$ cat src/shared/qdac_params.svh
`ifndef QDAC_PARAMS_SVH
`define QDAC_PARAMS_SVH
`define QDAC_WORD_BITS 24
`define QDAC_ADDR_HI 23
`define QDAC_ADDR_LO 22
`define QDAC_LD_HI 21
`define QDAC_LD_LO 20
`define QDAC_SEL_HI 18
`define QDAC_SEL_LO 17
`define QDAC_PD_FLAG 16
`define QDAC_PD_HI 15
`define QDAC_PD_LO 14
`define QDAC_DATA_MSB 15
`define QDAC_DATA_LSB 4
`define QDAC_CODE_RST 12'h000
`define QDAC_PD_RST 2'h0
`endif

$ cat src/shared/qdac_pkg.sv
package qdac_pkg;
  typedef enum logic [1:0] {
    QDAC_STORE = 2'h0,
    QDAC_LOAD_ONE = 2'h1,
    QDAC_LOAD_ALL = 2'h2,
    QDAC_BROADCAST = 2'h3
  } qdac_ld_t;
  typedef enum logic [1:0] {
    QDAC_IDLE = 2'h0,
    QDAC_SHIFT = 2'h1,
    QDAC_LOCKED = 2'h3
  } qdac_state_t;
endpackage

$ cat src/hw/qdac_decoder.sv
//Behaviour
//- act only when address bits match straps, or on broadcast
//- store-only command writes selected buffer
//- power-down command stored into selected buffer
//- load-one writes buffer and converter register
//- load-one power-down applies to converter at once
//- load-all writes buffer then loads all
//- broadcast low select reloads all from buffers
//- broadcast high select loads word everywhere
//- converter update on the 24th falling edge
//- early frame rise discards whole frame
//- converter registers zero after power-up
//- reference on after power-up until changed; here ref_powered stays 1 and no command changes it
//- strobe rising edge copies buffers to converters
//- untouched buffer leaves output unchanged
//- enable high ignores serial port
//- msb first, bits 15..4 are code
//- lock after 24 bits until frame falls
//- power-down mode codes kept, contents kept
`timescale 1ns/100ps
`default_nettype none
`include "qdac_params.svh"
module qdac_decoder
  import qdac_pkg::*;
#(
  parameter int CHANNELS = 4,
  parameter int CODE_BITS = 12
) (
  // clock and reset
  input wire logic clock,
  input wire logic reset,
  // serial pins
  input wire logic frame_sel_n,
  input wire logic serial_clk,
  input wire logic serial_data,
  input wire logic async_load_strobe,
  input wire logic enable,
  // address straps
  input wire logic addr_strap_hi,
  input wire logic addr_strap_lo,
  // converter state
  output logic [CHANNELS*CODE_BITS-1:0] conv_code,
  output logic [CHANNELS*2-1:0] conv_pd_mode,
  output logic ref_powered
);
  // ***************
  // pin synchronisers
  // ***************
  logic [4:0] sync_a;
  logic [4:0] sync_b;
  logic [4:0] last_b;
  always_ff @(posedge clock) begin
    if (reset) begin
      sync_a <= 5'h1f;
      sync_b <= 5'h1f;
      last_b <= 5'h1f;
    end else begin
      sync_a <= {enable, addr_strap_hi, async_load_strobe, serial_clk,
        frame_sel_n};
      sync_b <= sync_a;
      last_b <= sync_b;
    end
  end
  wire fs_n = sync_b[0];
  wire fs_fall = last_b[0] & ~fs_n;
  wire fs_rise = ~last_b[0] & fs_n;
  wire sclk_fall = last_b[1] & ~sync_b[1];
  // reset value 1 hides a false edge just after reset
  wire strobe_rise = ~last_b[2] & sync_b[2];
  wire strap_hi = sync_b[3];
  wire en_s = sync_b[4];
  logic data_a;
  logic data_b;
  logic strap_lo_a;
  logic strap_lo_b;
  always_ff @(posedge clock) begin
    if (reset) begin
      data_a <= 1'b0;
      data_b <= 1'b0;
      strap_lo_a <= 1'b0;
      strap_lo_b <= 1'b0;
    end else begin
      data_a <= serial_data;
      data_b <= data_a;
      strap_lo_a <= addr_strap_lo;
      strap_lo_b <= strap_lo_a;
    end
  end
  // ***************
  // frame shifter
  // ***************
  qdac_state_t state;
  qdac_state_t next_state;
  logic [`QDAC_WORD_BITS-1:0] input_shift_word;
  logic [4:0] bit_count;
  wire last_bit = (bit_count == 5'(`QDAC_WORD_BITS - 1));
  wire port_on = ~en_s;
  wire take_bit = port_on && state == QDAC_SHIFT && sclk_fall && !fs_n;
  wire word_done = take_bit && last_bit;
  always_comb begin
    next_state = state;
    case (state)
      QDAC_IDLE: begin
        if (port_on && fs_fall) begin
          next_state = QDAC_SHIFT;
        end
      end
      QDAC_SHIFT: begin
        if (fs_n || !port_on) begin
          next_state = QDAC_IDLE;
        end else if (word_done) begin
          next_state = QDAC_LOCKED;
        end
      end
      QDAC_LOCKED: begin
        // disabling drops the lock, a new frame still needs a fall
        if (!port_on) begin
          next_state = QDAC_IDLE;
        end else if (fs_fall) begin
          next_state = QDAC_SHIFT;
        end
      end
      default: next_state = QDAC_IDLE;
    endcase
  end
  always_ff @(posedge clock) begin
    if (reset) begin
      state <= QDAC_IDLE;
      bit_count <= 5'h00;
      input_shift_word <= 24'h000000;
    end else begin
      state <= next_state;
      if (next_state == QDAC_IDLE || (fs_fall && port_on)) begin
        bit_count <= 5'h00;
        input_shift_word <= 24'h000000;
      end else if (take_bit) begin
        input_shift_word <= {input_shift_word[`QDAC_WORD_BITS-2:0], data_b};
        bit_count <= bit_count + 5'h01;
      end
    end
  end
  // ***************
  // command decode
  // ***************
  wire [`QDAC_WORD_BITS-1:0] word = {input_shift_word[`QDAC_WORD_BITS-2:0],
    data_b};
  wire [1:0] ld_bits = word[`QDAC_LD_HI:`QDAC_LD_LO];
  wire load_cmd_hi = ld_bits[1];
  wire load_cmd_lo = ld_bits[0];
  wire [1:0] sel = word[`QDAC_SEL_HI:`QDAC_SEL_LO];
  wire powerdown_flag = word[`QDAC_PD_FLAG];
  wire pd_mode_hi = word[`QDAC_PD_HI];
  wire pd_mode_lo = word[`QDAC_PD_LO];
  wire [1:0] pd_word = powerdown_flag ? {pd_mode_hi, pd_mode_lo} : 2'h0;
  wire [CODE_BITS-1:0] code_word = word[`QDAC_DATA_MSB:`QDAC_DATA_LSB];
  wire is_bcast = load_cmd_hi & load_cmd_lo;
  wire addr_ok = word[`QDAC_ADDR_HI] == strap_hi &&
    word[`QDAC_ADDR_LO] == strap_lo_b;
  wire act = word_done && (addr_ok || is_bcast);
  wire bcast_write = is_bcast && word[`QDAC_SEL_HI];
  wire load_all = act && (ld_bits == QDAC_LOAD_ALL || is_bcast);
  wire load_one = act && ld_bits == QDAC_LOAD_ONE;
  // ***************
  // channel storage
  // ***************
  logic [CHANNELS*CODE_BITS-1:0] buf_code;
  logic [CHANNELS*2-1:0] buf_pd;
  // reference stays on, no change command decoded here
  always_ff @(posedge clock) begin
    if (reset) begin
      ref_powered <= 1'b1;
    end else begin
      ref_powered <= 1'b1;
    end
  end
  genvar ch;
  generate
    for (ch = 0; ch < CHANNELS; ch++) begin : g_ch
      wire hit = act && ((!is_bcast && sel == 2'(ch)) || bcast_write);
      wire [CODE_BITS-1:0] new_code = (hit && !powerdown_flag) ? code_word :
        buf_code[ch*CODE_BITS +: CODE_BITS];
      wire [1:0] new_pd = hit ? pd_word : buf_pd[ch*2 +: 2];
      wire conv_load = load_all || (load_one && hit) || strobe_rise;
      always_ff @(posedge clock) begin
        if (reset) begin
          buf_code[ch*CODE_BITS +: CODE_BITS] <= `QDAC_CODE_RST;
          buf_pd[ch*2 +: 2] <= `QDAC_PD_RST;
          conv_code[ch*CODE_BITS +: CODE_BITS] <= `QDAC_CODE_RST;
          conv_pd_mode[ch*2 +: 2] <= `QDAC_PD_RST;
        end else begin
          buf_code[ch*CODE_BITS +: CODE_BITS] <= new_code;
          buf_pd[ch*2 +: 2] <= new_pd;
          if (conv_load) begin
            conv_code[ch*CODE_BITS +: CODE_BITS] <= new_code;
            conv_pd_mode[ch*2 +: 2] <= new_pd;
          end
        end
      end

    end
  endgenerate
endmodule
`default_nettype wire

$ cat config.mk
export PLATFORM = sky130hd
export DESIGN_NAME = qdac_decoder
export DESIGN_NICKNAME = d
export VERILOG_FILES = /design/src/shared/qdac_pkg.sv /design/src/hw/qdac_decoder.sv
export VERILOG_INCLUDE_DIRS = /design/src /design/src/shared
export SDC_FILE = /design/constraint.sdc
export NUM_CORES = 1
export LEC_CHECK = 0
export BUFFER_PORTS_ARGS = -buffer_cell sky130_fd_sc_hd__buf_2
export CAP_MARGIN = 20
export CORE_MARGIN = 4
export CORE_UTILIZATION = 45
export DETAILED_ROUTE_END_ITERATION = 6
export PLACE_DENSITY = 0.65
export SETUP_SLACK_MARGIN = 0.05
export SYNTH_ARGS = -nofsm -noshare
export SYNTH_HDL_FRONTEND = slang
export SYNTH_SLANG_ARGS = --single-unit
$ cat constraint.sdc
create_clock -name clock -period 2.5 [get_ports clock]
set_input_delay 0.25 -clock clock [delete_from_list [all_inputs] [get_ports clock]]
set_output_delay 0.25 -clock clock [all_outputs]
set_load 0.05 [all_outputs]
* Word-level counts from Yosys, hierarchy flattened *
Cells that the tools add are included.

word-level totals
  bits in registers = 159
  bits of input ports = 9

cells by class
  muxes and demuxes = 15
  eq/ne operators = 10
  bitwise logic cells = 8
  add/subtract/negate cells = 1
  reduce and logical (&&, ||, !) cells = 49

operators with widths
  operator                                       count
  2-to-1 mux 12 bit                              4
  logical AND 1 bit                              26
  2-to-1 mux 2 bit                               10
  logical OR 1 bit                               16
  == test 2 bit, second input constant           4
  == test 2 x 1 -> 1 bit, second input constant  3
  logical NOT 2 bit                              3
  case mux 2 bit (3 select lines)                1
  adder 5 x 1 -> 5 bit, second input constant    1
  == test 5 bit, second input constant           1
  AND 1 bit                                      4
  inverter 1 bit                                 4
  logical NOT 1 bit                              3
  == test 1 bit                                  2
  OR reduction 2 bit                             1

* Depth between registers and ports, before layout *
  depth after elaboration = 11
  depth in mapped cells = 7

* Least setup slack after synthesis *
No wires, ideal clock.

  path type = register to register
  start = register state[1]
  end = register conv_code[2]
  clock period less this slack = 2.131 ns
  cell stages (with the launch flop) = 8
  arrival = 1.989 ns
  buffers on the path = 3
  slack = 0.369 ns
  cells stage by stage = dfxtp_1 > or4b_1 > buf_2 > or3_4 > buf_6 > buf_12 > o31ai_4 > a311oi_1

between the ends
  word-level cells in the longest chain between the ends = 10
  elaborated cells between the ends (all ways) = 14
  classes of those cells = eq/ne (1); mux (1); reduce/logical (12)

ends and longest elaborated chain
  element                                      RTL line                                  source
  from (decl)                                  qdac_decoder.sv:92                        qdac_state_t state;
  from (signal assigned)                       qdac_decoder.sv:132                       state <= next_state;
  == test 2 x 1 -> 1 bit *                     qdac_decoder.sv:98                        wire take_bit = port_on && state == QDAC_SHIFT && sclk_fall && !fs_n;
  logical AND 1 bit * (3 in a row)             qdac_decoder.sv:98
  logical AND 1 bit *                          qdac_decoder.sv:99                        wire word_done = take_bit && last_bit;
  logical AND 1 bit *                          qdac_decoder.sv:159                       wire act = word_done && (addr_ok || is_bcast);
  logical AND 1 bit, on equally long branches  qdac_decoder.sv:162, qdac_decoder.sv:179
  logical AND 1 bit                            qdac_decoder.sv:183                       wire conv_load = load_all || (load_one && hit) || strobe_rise;
  logical OR 1 bit (2 in a row)                qdac_decoder.sv:183
  to (signal, indexed assignment)              qdac_decoder.sv:188                       conv_code[ch*CODE_BITS +: CODE_BITS] <= `QDAC_CODE_RST;
  to (signal, indexed assignment)              qdac_decoder.sv:194                       conv_code[ch*CODE_BITS +: CODE_BITS] <= new_code;
  to (decl)                                    qdac_decoder.sv:42                        output logic [CHANNELS*CODE_BITS-1:0] conv_code,

Mark *: on every way between the ends. The rest lies on a longest branch, timed or not.
A chain may end at the register's enable or synchronous reset.

* Worst setup path in the final report *
  start = register state[1]
  end = register conv_code[12]

Same word-level chain as after synthesis.

==> impl_metrics.yaml <==
logic_synthesis:
  syn_area_sq_mm: 0.00681
  synth-seq-cells: 159
  synth_compound_area_share_pct: 32.1
  yosys.area.top_type: "dfxtp_1"
  synthArstFlopShare_pct: 0
  yosys_warnings: 0
  synth_xor_area_share_pct: 0.771
  synth_ff_type: "dfxtp_1"
  synth.top_cell.area_share_pct: 46.7
  synth_edf_count: 0
  netlist_top_cells_area: "dfxtp_1 (47%), a311oi_1 (14%), a21oi_1 (6.1%), nand4_1 (4.8%), o31ai_1 (3.6%)"
  synth.net_count: 711
  avgSynthCellArea_sq_um: 9.72
  synth-simple-area-share_pct: 14.0
  ys_top_cells_by_count: "dfxtp_1 (159), a311oi_1 (112), a21oi_1 (83), clkbuf_1 (64), nand4_1 (52)"
  synth_seq_area_share_pct: 46.7
  synth_mux_area_share_pct: 0
  synth-adder-area-share_pct: 0.184
  synth.distinct_cells: 46
  postSynthCellCount: 701
  synth.most_common_cell: "dfxtp_1"
  synth_top_family_by_area: "compound AO/OA/AOI/OAI gates"
placement:
  dp.cells: 892
  gp_congestion: 0.781
  dp_hpwl_mm: 12.1
  portBuffers: 64
global_routing:
  antenna_found_initial: 0
  grt_pass1_vias: 5944
  grt-ovfl-total: 0
  grt_max_degree: 69
  grtUsageTotal_pct: 22.1
  grt_pass1_wl_mm: 30.2
floorplanning:
  die_w_microns: 131
  die_area_sq_mm: 0.0172
  rows: 44
  start_util_pct: 46.3
  io_pins: 66
  coreArea_sq_mm: 0.0147
  die_y_microns: 131
timing:
  fin_worst_skew_ns: 0.00980
  slew_violations: 0
  period_needed_ns: 2.32
  slew_headroom_pct: 53.4
  worstMarginPinSlew_ns: 0.697
  rsz0062_at_grt: "no"
  finalHoldViolCount: 0
  final.setup.tns_ns: 0
  finalCritPeriodShare_pct: 92.7
  max_freq_mhz: 431
  setup_viol: 0
route:
  drt_wl_total_mm: 19.2
  route.detailed.drc: 0
  drtIter0Drc: 558
  viasPerCell: 6.58
  routedWlPerCell_microns: 20.6
  route.vias.total: 6103
  first_pass_iters: 5
  final_antenna_net_count: 0
worst_setup_path:
  r2r-end: "conv_code[12]$_SDFFE_PP0P_"
  reg2reg_from: "state[1]$_SDFF_PP0_"
  criticalPathCategory: "reg -> reg"
  ff2ff_path_depth: 4
  cp-end-kind: "register"
  worstPathMaxFanout: 29
  crit_required_ns: 2.78
  max_stage_delay_ns: 0.65
  start_kind: "register"
  slowest_stage: "or3_4"
  worst-endpoint-arrival_ns: 2.60
  reg2reg_slack_ns: 0.18
  crit_chain: "or4b_1 > or3_4 > o41ai_2 > a311oi_2"
  cp-startpoint: "state[1]$_SDFF_PP0_"
power_and_ir_drop:
  power.density_mw_per_mm2: 716
  ir_worst_vdd_uv: 475
  p_leak_nw: 2.62
layout:
  fill_cells: 1301
  drive_above_1_share_pct: 23.8
  area_growth_pct: 18.1
  final_net_count: 741
  layoutNonFillerInstCount: 928
  diodes: 0
clock_network:
  clock_latency_ns: 0.42
  cts.sinks: 159
  clk_pin_slew_ns: 0.06
  tritoncts: "done"
  clockBufferDepth: 2
  cts_buffers: 17
  h-tree-depth: 4
  clock_tree.root_cell: "clkbuf_16"
run_status:
  outcome: "finished clean"
worst_hold_path:
  hold_depth: 2
  hp-class: "in -> reg"
  hold_end: "sync_a[0]$_SDFF_PP1_"
  holdCritStartpoint: "frame_sel_n"
run:
  maxCapViolCount: 0
## cells by family (layout without fill, tap and decap cells)
group	Yosys count	in the layout
XOR/XNOR	6	6
other	1	1
flip-flops	159	159
AND/OR/NAND/NOR	173	173
AO/OA/AOI/OAI	269	269
adder cells (fa/ha/maj)	1	1
buffers and inverters	92	135
## through the flow
stage / util, % / setup slack, ns / power [W] / hold WS [ns] / instance area [sq um]
after floorplan: - / 0.369 / 0.00289 / 0.354 / 6810
after global placement: 49.9 / 0.274 / 0.00297 / 0.394 / 7340
after detailed placement: 49.9 / 0.172 / 0.00298 / 0.393 / 7340
after CTS: 54.5 / 0.147 / 0.00579 / 0.00278 / 8000
after global routing: 54.7 / 0.103 / 0.00591 / 0.0113 / 8040
final: 54.7 / 0.182 / 0.00576 / 0.0164 / 8040
## state kept, by name, summed over array words and instances, names as in the netlist, 2 cells and up
register,cells
last_b,3
bit_count,5
buf_pd,8
conv_code,48
state,2
input_shift_word,23
buf_code,48
sync_b,5
conv_pd_mode,8
sync_a,5
## worst max-delay path: cells and delay by family, from the launching register on
kind / cells / cell delay [ns]
flip-flops: 1 / 0.36
AO/OA/AOI/OAI: 2 / 0.60
AND/OR/NAND/NOR: 2 / 1.21
## placed cells by master (no fill, tap or decap), types with 4 or more instances in the layout
master and count:
a21oi_1 83, a311oi_1 111, a31o_2 6, buf_12 9
buf_2 63, buf_4 25, bufinv_16 5, clkbuf_16 18
dfxtp_1 159, nand2_1 51, nand3_1 7, nand4_1 52
nor2_1 6, nor2b_1 18, nor3_1 4, o31ai_1 33
o31ai_4 9, o41ai_2 12, or2_2 14
## power breakdown
| part | internal (W) | total, W | switching (W) |
|---|---|---|---|
| logic | 0.0000888 | 0.000325 | 0.000237 |
| clock network | 0.00182 | 0.00283 | 0.00101 |
| registers | 0.00258 | 0.00260 | 0.0000240 |
| total | 0.00449 | 0.00576 | 0.00127 |
## layout make-up
cell class	count	area, sq um	share of cell area (%)
multi-input cells	450	3240	40.3
flip-flops and latches	159	3180	39.6
repair buffers	100	728	9.05
clock buffers	22	464	5.77
well taps	184	230	2.86
clock inverters	10	184	2.29
inverters	3	11.3	0.140
## worst max-delay path by stage
stage / endpoint / slack, ns / depth (start not counted)
2_1_floorplan: conv_code[2]$_SDFFE_PP0P_ / 0.37 / 7
3_3_place_gp: conv_code[33]$_SDFFE_PP0P_ / 0.27 / 6
3_5_place_dp: conv_code[12]$_SDFFE_PP0P_ / 0.17 / 7
4_1_cts: conv_code[12]$_SDFFE_PP0P_ / 0.15 / 7
5_1_grt: conv_code[12]$_SDFFE_PP0P_ / 0.10 / 7
6_report: conv_code[12]$_SDFFE_PP0P_ / 0.18 / 4
## repair_timing
action / CTS / global route
setup buffers: 0 / 1
hold buffers: 2 / 0
gates resized for setup: 0 / 1
hold endpoints to repair: 2 / 0
setup endpoints to repair: 0 / 3
## per-layer routing
| metal | share of wire, % | GRT usage [%] |
|---|---|---|
| met4 | 3.0 | 11.7 |
| met3 | 5.6 | 4.72 |
| met5 | 0 | 0 |
| met2 | 49 | 34.9 |
| met1 | 43 | 28.3 |
Note: power is estimated with default switching activity, not from simulation.
